===== src/hw/nib_pkg.sv =====
package nib_pkg;

  // Host clock
  localparam int CLK_NS = 10;

  // Strobe shaping, in ns
  localparam int T_WP_NS  = 20;
  localparam int T_WH_NS  = 20;
  localparam int T_RP_NS  = 80;
  localparam int T_REH_NS = 20;
  localparam int T_WB_NS  = 100;

  // Power-up and reset waits
  localparam int T_RBV_US = 50;
  localparam int T_PWR_US = 100;
  localparam int T_RST_MS = 1;

  function automatic int ns2cyc(input int ns);
    int c;
    c = (ns + CLK_NS - 1) / CLK_NS;
    return (c < 1) ? 1 : c;
  endfunction

  localparam int WP_CYC      = ns2cyc(T_WP_NS);
  localparam int WH_CYC      = ns2cyc(T_WH_NS);
  localparam int RP_CYC      = ns2cyc(T_RP_NS);
  localparam int REH_CYC     = ns2cyc(T_REH_NS);
  localparam int WB_CYC      = ns2cyc(T_WB_NS);
  localparam int SYNC_LAT    = 3;
  localparam int RBV_CYC_DEF = (T_RBV_US * 1000) / CLK_NS;
  localparam int PWR_CYC_DEF = (T_PWR_US * 1000) / CLK_NS;
  localparam int RST_CYC_DEF = (T_RST_MS * 1000000) / CLK_NS;
  localparam int CNT_W       = 20;

  // Command codes
  localparam logic [7:0] CMD_RESET     = 8'hFF;
  localparam logic [7:0] CMD_READ_ID   = 8'h90;
  localparam logic [7:0] CMD_PARAM     = 8'hEC;
  localparam logic [7:0] CMD_UID       = 8'hED;
  localparam logic [7:0] CMD_GETF      = 8'hEE;
  localparam logic [7:0] CMD_SETF      = 8'hEF;
  localparam logic [7:0] CMD_STATUS    = 8'h70;
  localparam logic [7:0] CMD_STAT_ENH  = 8'h78;
  localparam logic [7:0] CMD_RAND_RD   = 8'h05;
  localparam logic [7:0] CMD_RAND_CONF = 8'hE0;

  typedef enum logic [3:0] {
    OP_RESET     = 4'h0,
    OP_READ_ID   = 4'h1,
    OP_PARAM     = 4'h2,
    OP_UID       = 4'h3,
    OP_GETF      = 4'h4,
    OP_SETF      = 4'h5,
    OP_STATUS    = 4'h6,
    OP_STAT_ENH  = 4'h7,
    OP_RAND_READ = 4'h8
  } nib_op_t;

  typedef enum logic [1:0] {
    CY_CMD  = 2'h0,
    CY_ADDR = 2'h1,
    CY_DIN  = 2'h2,
    CY_DOUT = 2'h3
  } nib_cyc_t;

  typedef struct packed {
    logic [7:0] cmd1;
    logic [1:0] naddr;
    logic [2:0] ndin;
    logic       cmd2_en;
    logic [7:0] cmd2;
    logic       wait_busy;
    logic       reads;
    logic       busy_ok;
  } nib_opinfo_t;

  // Cycle layout of each command sequence
  function automatic nib_opinfo_t nib_op_decode(input nib_op_t op);
    nib_opinfo_t r;
    r = '0;
    case (op)
      OP_RESET:     begin r.cmd1 = CMD_RESET; r.wait_busy = 1'b1; r.busy_ok = 1'b1; end
      OP_READ_ID:   begin r.cmd1 = CMD_READ_ID; r.naddr = 2'h1; r.reads = 1'b1; end
      OP_PARAM:     begin
        r.cmd1 = CMD_PARAM; r.naddr = 2'h1; r.wait_busy = 1'b1; r.reads = 1'b1;
      end
      OP_UID:       begin r.cmd1 = CMD_UID; r.naddr = 2'h1; r.reads = 1'b1; end
      OP_GETF:      begin
        r.cmd1 = CMD_GETF; r.naddr = 2'h1; r.wait_busy = 1'b1; r.reads = 1'b1;
      end
      OP_SETF:      begin
        r.cmd1 = CMD_SETF; r.naddr = 2'h1; r.ndin = 3'h4; r.wait_busy = 1'b1;
      end
      OP_STATUS:    begin r.cmd1 = CMD_STATUS; r.reads = 1'b1; r.busy_ok = 1'b1; end
      OP_STAT_ENH:  begin
        r.cmd1 = CMD_STAT_ENH; r.naddr = 2'h3; r.reads = 1'b1; r.busy_ok = 1'b1;
      end
      OP_RAND_READ: begin
        r.cmd1 = CMD_RAND_RD; r.naddr = 2'h2; r.cmd2_en = 1'b1; r.cmd2 = CMD_RAND_CONF;
        r.reads = 1'b1;
      end
      default:      r.cmd1 = CMD_STATUS;
    endcase
    return r;
  endfunction

endpackage


===== src/hw/nib_cyc_if.sv =====
`timescale 1ns/1ps
interface nib_cyc_if;
  logic                 start;
  nib_pkg::nib_cyc_t    kind;
  logic [7:0]           wbyte;
  logic                 done;
  logic [7:0]           rbyte;

  modport seq (output start, kind, wbyte, input done, rbyte);
  modport phy (input start, kind, wbyte, output done, rbyte);
endinterface


===== src/hw/nib_host.sv =====
`timescale 1ns/1ps
module nib_host #(
  parameter int RBV_CYC  = nib_pkg::RBV_CYC_DEF,
  parameter int PWR_CYC  = nib_pkg::PWR_CYC_DEF,
  parameter int BUSY_CYC = nib_pkg::RST_CYC_DEF
) (
  // Clock and reset
  input  wire logic              mclk,
  input  wire logic              rst_n,
  // Configuration
  input  wire logic              rb_monitor,
  // Request
  input  wire logic              req_valid,
  output logic                   req_ready,
  input  nib_pkg::nib_op_t       req_op,
  input  wire logic [23:0]       req_addr,
  input  wire logic [31:0]       req_wdata,
  input  wire logic [7:0]        req_nread,
  // Answer
  output logic                   rd_valid,
  output logic [7:0]             rd_data,
  output logic                   done,
  output logic                   err,
  output logic                   init_done,
  output logic                   nand_ready,
  // Flash pins
  output logic                   ce_n,
  output logic                   cle,
  output logic                   ale,
  output logic                   we_n,
  output logic                   read_strobe_n,
  output logic [7:0]             io_out,
  output logic                   io_oe_n,
  input  wire logic [7:0]        io_in,
  input  wire logic              rdy_busy_n
);
  import nib_pkg::*;

  typedef enum logic [8:0] {
    S_PWR  = 9'h001,
    S_IDLE = 9'h002,
    S_CMD1 = 9'h004,
    S_ADDR = 9'h008,
    S_DIN  = 9'h010,
    S_CMD2 = 9'h020,
    S_WAIT = 9'h040,
    S_READ = 9'h080,
    S_DONE = 9'h100
  } nib_st_t;

  localparam logic [CNT_W-1:0] RBV_LAST  = CNT_W'(RBV_CYC - 1);
  localparam logic [CNT_W-1:0] PWR_LAST  = CNT_W'(PWR_CYC - 1);
  localparam logic [CNT_W-1:0] BUSY_LAST = CNT_W'(BUSY_CYC - 1);
  localparam logic [CNT_W-1:0] WB_SEEN   = CNT_W'(WB_CYC + SYNC_LAT);

  nib_st_t      state;
  nib_st_t      after_addr;
  nib_st_t      after_din;
  nib_st_t      after_cmd2;
  nib_st_t      after_wait;
  nib_opinfo_t  inf;
  nib_opinfo_t  req_inf;
  logic [CNT_W-1:0] cnt;
  logic [7:0]   idx;
  logic [23:0]  addr;
  logic [31:0]  wdata;
  logic [7:0]   nread;
  logic         pend;
  logic         issuing;
  logic         wait_done;
  logic [2:0]   rb_s;
  logic         rb_hi;

  nib_cyc_if cyc ();

  nib_bus_cycle u_bus (
    .mclk          (mclk),
    .rst_n         (rst_n),
    .cyc           (cyc.phy),
    .cle           (cle),
    .ale           (ale),
    .we_n          (we_n),
    .read_strobe_n (read_strobe_n),
    .io_out        (io_out),
    .io_oe_n       (io_oe_n),
    .io_in         (io_in)
  );

  function automatic logic [7:0] pick(input logic [31:0] w, input logic [1:0] i);
    return w[8*i +: 8];
  endfunction

  // Shared open-drain line: high only when every die of every target is ready
  always_ff @(posedge mclk) begin
    if (!rst_n) begin
      rb_s  <= 3'h0;
      rb_hi <= 1'b0;
    end else begin
      rb_s <= {rb_s[1:0], rdy_busy_n};
      if (rb_s[1] == rb_s[2]) begin
        rb_hi <= rb_s[2];
      end
    end
  end

  assign nand_ready = rb_hi;
  assign req_inf    = nib_op_decode(req_op);
  assign req_ready  = (state == S_IDLE);
  assign after_wait = (inf.reads && nread != 8'h00) ? S_READ : S_DONE;
  assign after_cmd2 = inf.wait_busy ? S_WAIT : after_wait;
  assign after_din  = inf.cmd2_en ? S_CMD2 : after_cmd2;
  assign after_addr = (inf.ndin != 3'h0) ? S_DIN : after_din;
  assign issuing    = (state == S_CMD1) || (state == S_ADDR) || (state == S_DIN) ||
                      (state == S_CMD2) || (state == S_READ);
  // Line seen high after the busy edge could show, or the counter ran out
  assign wait_done  = (cnt == BUSY_LAST) ||
                      (rb_monitor && cnt >= WB_SEEN && rb_hi);

  always_comb begin
    cyc.start = issuing && !pend;
    cyc.kind  = CY_CMD;
    cyc.wbyte = inf.cmd1;
    case (state)
      S_ADDR: begin
        cyc.kind  = CY_ADDR;
        cyc.wbyte = pick({8'h00, addr}, idx[1:0]);
      end
      S_DIN: begin
        cyc.kind  = CY_DIN;
        cyc.wbyte = pick(wdata, idx[1:0]);
      end
      S_CMD2:  cyc.wbyte = inf.cmd2;
      S_READ:  cyc.kind = CY_DOUT;
      default: cyc.kind = CY_CMD;
    endcase
  end

  always_ff @(posedge mclk) begin
    if (!rst_n) begin
      pend <= 1'b0;
    end else if (cyc.done) begin
      pend <= 1'b0;
    end else if (cyc.start) begin
      pend <= 1'b1;
    end
  end

  always_ff @(posedge mclk) begin
    if (!rst_n) begin
      state     <= S_PWR;
      cnt       <= '0;
      idx       <= 8'h00;
      inf       <= '0;
      addr      <= 24'h00_0000;
      wdata     <= 32'h0000_0000;
      nread     <= 8'h00;
      ce_n      <= 1'b1;
      init_done <= 1'b0;
    end else begin
      case (state)
        S_PWR: begin
          // Line valid first, then high or the blind wait elapsed
          if (cnt >= RBV_LAST && (rb_monitor ? rb_hi : cnt >= PWR_LAST)) begin
            inf   <= nib_op_decode(OP_RESET);
            ce_n  <= 1'b0;
            cnt   <= '0;
            state <= S_CMD1;
          end else if (cnt != '1) begin
            cnt <= cnt + 1'b1;
          end
        end
        S_IDLE: begin
          cnt <= '0;
          idx <= 8'h00;
          // Only status reads and reset go out while the line shows busy
          if (req_valid && (req_inf.busy_ok || rb_hi)) begin
            inf   <= req_inf;
            addr  <= req_addr;
            wdata <= req_wdata;
            nread <= req_nread;
            ce_n  <= 1'b0;
            state <= S_CMD1;
          end
        end
        S_CMD1: if (cyc.done) begin
          state <= (inf.naddr != 2'h0) ? S_ADDR : after_addr;
        end
        S_ADDR: if (cyc.done) begin
          if (idx == 8'(inf.naddr) - 8'h01) begin
            idx   <= 8'h00;
            state <= after_addr;
          end else begin
            idx <= idx + 8'h01;
          end
        end
        S_DIN: if (cyc.done) begin
          if (idx == 8'(inf.ndin) - 8'h01) begin
            idx   <= 8'h00;
            state <= after_din;
          end else begin
            idx <= idx + 8'h01;
          end
        end
        S_CMD2: if (cyc.done) begin
          state <= after_cmd2;
        end
        S_WAIT: begin
          if (wait_done) begin
            cnt   <= '0;
            state <= after_wait;
          end else begin
            cnt <= cnt + 1'b1;
          end
        end
        S_READ: if (cyc.done) begin
          if (idx == nread - 8'h01) begin
            state <= S_DONE;
          end else begin
            idx <= idx + 8'h01;
          end
        end
        S_DONE: begin
          ce_n      <= 1'b1;
          init_done <= 1'b1;
          state     <= S_IDLE;
        end
        default: state <= S_IDLE;
      endcase
    end
  end

  always_ff @(posedge mclk) begin
    if (!rst_n) begin
      rd_valid <= 1'b0;
      rd_data  <= 8'h00;
      done     <= 1'b0;
      err      <= 1'b0;
    end else begin
      rd_valid <= (state == S_READ) && cyc.done;
      if ((state == S_READ) && cyc.done) begin
        rd_data <= cyc.rbyte;
      end
      done <= (state == S_DONE);
      err  <= (state == S_IDLE) && req_valid && !req_inf.busy_ok && !rb_hi;
    end
  end

  AST_PWR_QUIET: assert property (@(posedge mclk) disable iff (!rst_n)
    (state == S_PWR) |-> (we_n && read_strobe_n && ce_n))
    else $error("Bus active during power-up wait");

  AST_PWR_LEN: assert property (@(posedge mclk) disable iff (!rst_n)
    (state == S_CMD1 && $past(state) == S_PWR) |-> ($past(cnt) >= RBV_LAST))
    else $error("Power-up wait ended early");

  AST_FIRST_RESET: assert property (@(posedge mclk) disable iff (!rst_n)
    (cyc.start && !init_done) |-> (cyc.kind == CY_CMD && cyc.wbyte == CMD_RESET))
    else $error("First command is not reset");

  AST_REFUSE_BUSY: assert property (@(posedge mclk) disable iff (!rst_n)
    (state == S_IDLE && req_valid && !rb_hi && !req_inf.busy_ok) |=> (err && state == S_IDLE))
    else $error("Busy-invalid command not refused");

  AST_WAIT_BOUND: assert property (@(posedge mclk) disable iff (!rst_n)
    (state == S_WAIT) |-> (cnt <= BUSY_LAST))
    else $error("Busy wait overran its limit");

  AST_WAIT_QUIET: assert property (@(posedge mclk) disable iff (!rst_n)
    (state == S_WAIT) |-> (we_n && read_strobe_n && !ce_n))
    else $error("Strobe during busy wait");

  AST_BLIND_WAIT: assert property (@(posedge mclk) disable iff (!rst_n)
    ($past(state) == S_WAIT && state != S_WAIT && !$past(rb_monitor))
      |-> ($past(cnt) == BUSY_LAST))
    else $error("Unmonitored busy wait ended early");

  AST_SETF_BYTES: assert property (@(posedge mclk) disable iff (!rst_n)
    (state == S_DIN && $past(state) == S_ADDR) |-> (inf.ndin == 3'h4 && inf.cmd1 == CMD_SETF))
    else $error("Data input outside set features");

endmodule


===== src/hw/nib_bus_cycle.sv =====
`timescale 1ns/1ps
module nib_bus_cycle (
  // Clock and reset
  input  wire logic        mclk,
  input  wire logic        rst_n,
  // Sequencer side
  nib_cyc_if.phy           cyc,
  // Flash bus
  output logic             cle,
  output logic             ale,
  output logic             we_n,
  output logic             read_strobe_n,
  output logic [7:0]       io_out,
  output logic             io_oe_n,
  input  wire logic [7:0]  io_in
);
  import nib_pkg::*;

  typedef enum logic [3:0] {
    B_IDLE = 4'h1,
    B_SET  = 4'h2,
    B_LOW  = 4'h4,
    B_HIGH = 4'h8
  } nib_bst_t;

  localparam logic [3:0] WP_L  = 4'(WP_CYC - 1);
  localparam logic [3:0] WH_L  = 4'(WH_CYC - 1);
  localparam logic [3:0] RP_L  = 4'(RP_CYC - 1);
  localparam logic [3:0] REH_L = 4'(REH_CYC - 1);

  nib_bst_t    bst;
  nib_cyc_t    kd;
  logic [3:0]  cnt;
  logic [3:0]  low_last;
  logic [3:0]  high_last;
  logic [7:0]  io_s1;
  logic [7:0]  io_s2;
  logic [7:0]  io_s3;

  assign low_last  = (kd == CY_DOUT) ? RP_L : WP_L;
  assign high_last = (kd == CY_DOUT) ? REH_L : WH_L;

  always_ff @(posedge mclk) begin
    if (!rst_n) begin
      io_s1 <= 8'h00;
      io_s2 <= 8'h00;
      io_s3 <= 8'h00;
    end else begin
      io_s1 <= io_in;
      io_s2 <= io_s1;
      io_s3 <= io_s2;
    end
  end

  always_ff @(posedge mclk) begin
    if (!rst_n) begin
      bst           <= B_IDLE;
      kd            <= CY_CMD;
      cnt           <= 4'h0;
      cle           <= 1'b0;
      ale           <= 1'b0;
      we_n          <= 1'b1;
      read_strobe_n <= 1'b1;
      io_out        <= 8'h00;
      io_oe_n       <= 1'b1;
      cyc.done      <= 1'b0;
      cyc.rbyte     <= 8'h00;
    end else begin
      cyc.done <= 1'b0;
      case (bst)
        B_IDLE: if (cyc.start) begin
          // Byte on io[7:0]; command latch high for commands, address latch high for addresses
          kd      <= cyc.kind;
          cle     <= (cyc.kind == CY_CMD);
          ale     <= (cyc.kind == CY_ADDR);
          io_out  <= cyc.wbyte;
          io_oe_n <= (cyc.kind == CY_DOUT);
          bst     <= B_SET;
        end
        B_SET: begin
          cnt <= 4'h0;
          bst <= B_LOW;
          if (kd == CY_DOUT) begin
            read_strobe_n <= 1'b0;
          end else begin
            we_n <= 1'b0;
          end
        end
        B_LOW: begin
          // A read byte counts only once the last two sync stages agree
          if (cnt >= low_last && (kd != CY_DOUT || io_s2 == io_s3)) begin
            cnt           <= 4'h0;
            we_n          <= 1'b1;
            read_strobe_n <= 1'b1;
            bst           <= B_HIGH;
            if (kd == CY_DOUT) begin
              cyc.rbyte <= io_s3;
            end
          end else if (cnt < low_last) begin
            cnt <= cnt + 4'h1;
          end
        end
        B_HIGH: begin
          if (cnt == high_last) begin
            cyc.done <= 1'b1;
            cle      <= 1'b0;
            ale      <= 1'b0;
            io_oe_n  <= 1'b1;
            bst      <= B_IDLE;
          end else begin
            cnt <= cnt + 4'h1;
          end
        end
        default: bst <= B_IDLE;
      endcase
    end
  end

  AST_WE_PULSE: assert property (@(posedge mclk) disable iff (!rst_n)
    $fell(we_n) |-> !we_n [*2] ##1 we_n)
    else $error("Write strobe low time wrong");

  AST_CMD_LEVELS: assert property (@(posedge mclk) disable iff (!rst_n)
    (cle && !we_n) |-> (!ale && read_strobe_n && !io_oe_n))
    else $error("Command latch with bad control levels");

  AST_NO_DRIVE_ON_READ: assert property (@(posedge mclk) disable iff (!rst_n)
    !read_strobe_n |-> (io_oe_n && we_n && !cle && !ale))
    else $error("Host drives bus during read");

endmodule


===== config.mk =====
export PLATFORM = sky130hd
export DESIGN_NAME = nib_host
export DESIGN_NICKNAME = d
export VERILOG_FILES = /design/src/hw/nib_pkg.sv /design/src/hw/nib_cyc_if.sv /design/src/hw/nib_host.sv /design/src/hw/nib_bus_cycle.sv
export SDC_FILE = /design/constraint.sdc
export NUM_CORES = 1
export LEC_CHECK = 0
export BUFFER_PORTS_ARGS = -buffer_cell sky130_fd_sc_hd__buf_2
export CAP_MARGIN = 5
export CORE_ASPECT_RATIO = 1.2
export CORE_MARGIN = 2
export CORE_UTILIZATION = 50
export DETAILED_ROUTE_END_ITERATION = 8
export PLACE_DENSITY = 0.69
export SYNTH_ARGS = -nofsm -noshare
export SYNTH_HDL_FRONTEND = slang
export SYNTH_SLANG_ARGS = --single-unit

===== constraint.sdc =====
create_clock -name mclk -period 2.9 [get_ports mclk]
set_clock_uncertainty 0.2 [all_clocks]
set_input_delay 0.145 -clock mclk [delete_from_list [all_inputs] [get_ports mclk]]
set_output_delay 0.145 -clock mclk [all_outputs]
set_load 0.005 [all_outputs]

==> flow_summary.toml, run 1 <==
[layout]
fillers = 1446
post-route-util = 0.639
final_design_area_no_fill_um2 = 10900
design.final.nets = 1334
proportion_of_layout_cells_with_a_drive_suffix_above_1 = 0.159
syn_to_final_growth_pct = 24.9

[power_and_ir_drop]
static-leakage-power_nw = 4.34
ir_drop_mv = 0.441
totalPowerFinal_w = 0.00631
pwr_density_cell_nw_per_um2 = 581

[floorplanning]
dieArea_um2 = 18500
fp.coreArea_um2 = 17000
row_count = 52
chipHeight_um = 148
design.portCount = 109
floorplan.initialDensity = 0.512
die-width_um = 124

[grt]
antenna_found_initial = 1
grt_pass1_wl_um = 38700
gr-usage-all-layers = 0.258
globalRouteOverflowTotal = 0
vias_in_the_first_global_route = 7727
largest_net_degree_at_the_start_of_global_routing = 68

[logic_synthesis]
postSynthCellCount = 1072
proportion_of_synthesized_chip_area_in_sequential_cells = 0.433
synth-edff-count = 0
synth.top_cells.by_area = "dfxtp_1 43%, nand2_1 8.2%, a21oi_1 7.1%, nor2_1 3.2%, mux2i_1 3.0%"
syn_area_um2 = 8690
synthDominantCellAreaShare = 0.433
syn-mean-instance-area_um2 = 8.11
netlist-cell-type-count = 68
synth_top_area_cell = "dfxtp_1"
synthesis.nets = 1165
post_synth_arst_share = 0
yosys_register_bits = 188
synthFlopType = "dfxtp_1"
ys_warn_count = 0

[run_status]
outcome = "completed"

[drt]
dr_total_vias = 8191
ant_nets = 0
firstDrtPassIters = 6
drc = 0
routedWlPerCell_um = 16.3
vias_per_cell = 5.57
drt_first_iter_violations = 502
routed_wirelength_um = 24000

[timing]
final_period_minus_worst_setup_slack_ps = 2740
hold_violations = 0
finalCritPeriodShare = 0.946
fmaxAchievable_ghz = 0.365
max_slew.worst_pin.slew_ps = 623
grt_setup_unrepaired = "false"
relSlewSlack = 0.581
drv_slew = 0
timing.setup.tns_ps = 0
final.hold.worst_slack_ps = 5.51
finalSetupViolCount = 0

[cts]
worstSkewPairLatency_ps = 450
ctsRootBufferMaster = "clkbuf_16"
cts.reportedPaths.clkPinSlew_ps = 70
cts_tree = "built"
maximum_level_of_the_cts_h_tree = 4
clock_tree.buffer_depth = 2
cts_bufs_inserted = 17
numClockSinks = 188

[critical_path]
crit_chain = "or4_4 -> nor4b_1 -> o21ai_0 -> a22o_1 -> nand4bb_4 -> or4_1 -> a21oi_1"
timing.critical_path.required_ps = 3070
largest_delay_contributor_family_on_the_critical_path = "simple AND/OR/NAND/NOR gates"
critical_path.endpoint_type = "flip-flop"
cell_with_the_largest_stage_delay_on_the_worst_path = "or4_4"
timing.critical_path.from_type = "flip-flop"
cp_max_fo = 7
crit_type = "flip-flop to flip-flop"
crit_arrival_ps = 2920
cp_num_buf_inv = 0
critPathMaxStageDelay_ps = 560

[place]
place.detailed.hpwl_um = 15900
numPortBuffers = 108
placed_area_um2 = 9490
gp_congestion = 0.911

[job]
max-cap-violations = 0

[min_path]
hp-class = "input port to flip-flop"
-- final cells by class --
type / instances / area [um^2] / share of cell area
Antenna cell: 1 / 2.50 / 0.000230
Clock buffer: 18 / 439 / 0.0404
Clock inverter: 14 / 130 / 0.0120
Inverter: 23 / 86.3 / 0.00795
Multi-Input combinational cell: 795 / 4600 / 0.423
Sequential cell: 188 / 3760 / 0.347
Tap cell: 216 / 270 / 0.0249
Timing Repair Buffer: 216 / 1570 / 0.145
-- metrics by stage --
step	cells	setup slack, ps
final	1471	157
after global routing	1471	9.13
after CTS	1469	4.53
after detailed placement	1360	46.9
after global placement	1360	150
after floorplan	1072	144
-- what timing repair did --
| item | 4_1_cts | 5_1_grt |
|---|---|---|
| setup buffers | 0 | 1 |
| endpoints found under the hold margin | 78 | 0 |
| resized for setup | 0 | 4 |
| hold buffers | 77 | 0 |
| setup endpoints to repair | 0 | 14 |
-- worst min-delay path, stage by stage --
cell and delay [ps]:
buf_2 90, inv_2 210, nor2_1 160
-- logic make-up (layout without fill, tap and decap cells) --
family / count (synthesis) / count (layout) / synth area share
simple gates: 455 / 455 / 0.257
buf+inv: 89 / 271 / 0.0404
other cells: 0 / 1 / 0
compound gates: 265 / 265 / 0.184
xor+xnor: 36 / 36 / 0.0363
fa+ha+maj: 12 / 12 / 0.0173
mux: 27 / 27 / 0.0325
flops: 188 / 188 / 0.433
-- cells in the mapped netlist (12+ instances only) --
master and n:
nand4_1 13, o31ai_1 14, mux2i_1 26, nor4_1 16, and3_1 13, a31oi_1 18
o21ai_0 46, nor3_1 18, nand3_1 28, a21oi_1 124, ha_1 12, inv_1 23
xor2_1 28, nor2b_1 12, dfxtp_1 188, and2_1 29, clkbuf_1 55, nand2_1 191
nor2_1 74
-- layer usage --
layer	part of all wire	track usage
met1	0.44	0.325
met2	0.50	0.441
met3	0.039	0.0500
met4	0.027	0.0944
met5	0	0
-- flip-flops by register name (all words and copies together) (netlist names), 3 cells and up --
register / count
wdata: 32
addr: 24
cnt: 20
inf: 13
state: 9
idx: 8
nread: 8
rd_data: 8
u_bus.cyc.rbyte: 8
u_bus.io_out: 8
u_bus.io_s1: 8
u_bus.io_s2: 8
u_bus.io_s3: 8
u_bus.bst: 4
u_bus.cnt: 4
rb_s: 3
-- power by group --
part	switching [W]	internal [W]
Combinational	0.000681	0.000503
Clock	0.00110	0.00115
Sequential	0.000135	0.00274
Total	0.00192	0.00439
-- worst paths after layout --
kind         depth (start not counted)  slack (ps)         to    start
min                                  3           6  init_done    rst_n
min reg2reg                          1         240    rb_s[1]  rb_s[0]
max                                  7         160   state[6]   idx[7]
max reg2reg                          7         160   state[6]   idx[7]
-- cells in the final DEF, fill, tap and decap left out, drive strengths merged, types with 7 or more instances in the layout --
| master | n |
|---|---|
| a21oi | 124 |
| a31oi | 18 |
| and2 | 30 |
| and3 | 13 |
| buf | 139 |
| clkbuf | 18 |
| dfxtp | 188 |
| dlygate4sd3 | 77 |
| ha | 12 |
| inv | 29 |
| mux2i | 26 |
| nand2 | 191 |
| nand2b | 9 |
| nand3 | 28 |
| nand4 | 13 |
| nor2 | 74 |
| nor2b | 12 |
| nor3 | 18 |
| nor4 | 17 |
| o211ai | 7 |
| o21ai | 47 |
| o31ai | 14 |
| or2 | 7 |
| or3 | 11 |
| or4 | 11 |
| xnor2 | 8 |
| xor2 | 28 |
Power figures use the tool's default switching activity.
==> run 2, diff against run 1 <==
--- a/config.mk
+++ b/config.mk
@@ -5,12 +5,14 @@
 export SDC_FILE = /design/constraint.sdc
 export NUM_CORES = 1
 export LEC_CHECK = 0
+export ABC_CLOCK_PERIOD_IN_PS = 2900
 export BUFFER_PORTS_ARGS = -buffer_cell sky130_fd_sc_hd__buf_2
 export CAP_MARGIN = 5
 export CORE_ASPECT_RATIO = 1.2
 export CORE_MARGIN = 2
 export CORE_UTILIZATION = 50
 export DETAILED_ROUTE_END_ITERATION = 8
+export HOLD_SLACK_MARGIN = 0.08
 export PLACE_DENSITY = 0.69
 export SYNTH_ARGS = -nofsm -noshare
 export SYNTH_HDL_FRONTEND = slang
==> flow_summary.toml, run 2 (synthesized netlist as in run 1, its figures left out) <==
[timing]
finalSetupViolCount = 0
drv_slew = 0
hold_violations = 0
relSlewSlack = 0.598
fmaxAchievable_ghz = 0.364
finalCritPeriodShare = 0.947
timing.setup.tns_ps = 0
final_period_minus_worst_setup_slack_ps = 2750
grt_setup_unrepaired = "false"
max_slew.worst_pin.slew_ps = 598

[critical_path]
critical_path.endpoint_type = "flip-flop"
cp_max_fo = 29
regToRegSetupSlack_ps = 150
r2r_start = "state[2]"
reg2reg_depth = 8
r2r_end = "cnt[5]"
timing.critical_path.from_type = "flip-flop"
crit_type = "flip-flop to flip-flop"
timing.critical_path.required_ps = 3010
crit_arrival_ps = 2850

[layout]
layout.cells.most_common_list = "191 x nand2_1, 187 x dfxtp_1, 123 x a21oi_1"
syn_to_final_growth_pct = 25.2
design.final.nets = 1337
fillers = 1443
largest_register_ffs = 32
proportion_of_layout_cells_with_a_drive_suffix_above_1 = 0.159
post-route-util = 0.641
registers.top_by_ff_count = "wdata"
layout_top_registers = "wdata (32), addr (24), cnt (20)"
antennaDiodeCount = 0
multi_input_area_um2 = 4600
layout_commonest_cell = "nand2_1"
final_design_area_no_fill_um2 = 10900
layout.area.seq_um2 = 3760

[drt]
vias_per_cell = 5.60
drt_first_iter_violations = 506
routedWlPerCell_um = 16.4
dr_total_vias = 8255
firstDrtPassIters = 5
drc = 0
routed_wirelength_um = 24100
ant_nets = 0

[cts]
cts_tree = "built"
numClockSinks = 188
worstSkewPairLatency_ps = 440
maximum_level_of_the_cts_h_tree = 4
cts_bufs_inserted = 17
ctsRootBufferMaster = "clkbuf_16"
cts.reportedPaths.clkPinSlew_ps = 70
clock_tree.buffer_depth = 2

[floorplanning]
row_count = 52
fp.coreArea_um2 = 17000
dieArea_um2 = 18500
design.portCount = 109
chipHeight_um = 148
die-width_um = 124
floorplan.initialDensity = 0.512

[place]
numPortBuffers = 108
place.detailed.hpwl_um = 15900
placed_area_um2 = 9490
gp_congestion = 0.911

[grt]
grt_pass1_wl_um = 38700
gr-usage-all-layers = 0.258
vias_in_the_first_global_route = 7747
antenna_found_initial = 0
globalRouteOverflowTotal = 0
largest_net_degree_at_the_start_of_global_routing = 68

[min_path]
worstHoldPathCells = 5
hp-class = "input port to flip-flop"
worst_hold_path_endpoint = "state[0]"
worst_hold_startpoint = "rb_monitor"

[power_and_ir_drop]
ir_drop_mv = 0.438
pwr_density_cell_nw_per_um2 = 580
static-leakage-power_nw = 4.35

[job]
max-cap-violations = 0

[run_status]
outcome = "completed"
run 2: critical path, stage by stage, from the launching register on:
cell	delay (ps)
dfxtp_1	430
nor4_4	430
buf_4	200
o2111ai_1	190
buf_4	300
nand2b_1	280
o21ai_1	190
buf_4	270
a31oi_1	80
run 2: final cells by class:
class / instances / share of cell area
Multi-Input combinational cell: 795 / 0.422
Sequential cell: 188 / 0.346
Timing Repair Buffer: 219 / 0.147
Clock buffer: 18 / 0.0403
Tap cell: 216 / 0.0248
Clock inverter: 14 / 0.0120
Inverter: 23 / 0.00793
run 2: routing by layer:
metal / track usage / vias to the layer above / wire length [um]
met5: 0 / - / 0
met4: 0.0944 / 0 / 687
met3: 0.0525 / 56 / 1040
met2: 0.441 / 218 / 11900
met1: 0.324 / 3864 / 10400
li1: - / 4117 / -
run 2: metrics by stage:
step | cells | total power [W] | hold slack (ps) | worst slack, ps
2_1_floorplan | 1072 | 0.00365 | 72.3 | 144
3_3_place_gp | 1360 | 0.00399 | 151 | 150
3_5_place_dp | 1360 | 0.00400 | 156 | 46.9
4_1_cts | 1472 | 0.00633 | 107 | 4.53
5_1_grt | 1473 | 0.00659 | 160 | 9.13
6_report | 1473 | 0.00632 | 126 | 154
run 2: repair_timing:
action / CTS / global route
setup endpoints to repair: 0 / 14
buffers inserted: 0 / 1
resized for setup: 0 / 4
endpoints found under the hold margin: 109 / 0
hold buffers: 80 / 0
run 2: worst max-delay path by stage:
stage	from	endpoint	cells past startpoint
2_1_floorplan	nread[0]	state[6]	10
5_1_grt	idx[7]	state[6]	7
6_report	state[2]	cnt[5]	8
4_1_cts	nread[1]	state[6]	10
3_5_place_dp	nread[1]	state[6]	10
3_3_place_gp	nread[1]	state[6]	10
run 2: where the power goes:
group          total, W  switching [W]  internal, W
clock           0.00225        0.00110      0.00115
sequential      0.00287       0.000136      0.00274
combinational   0.00119       0.000688     0.000506
total           0.00632        0.00192      0.00440
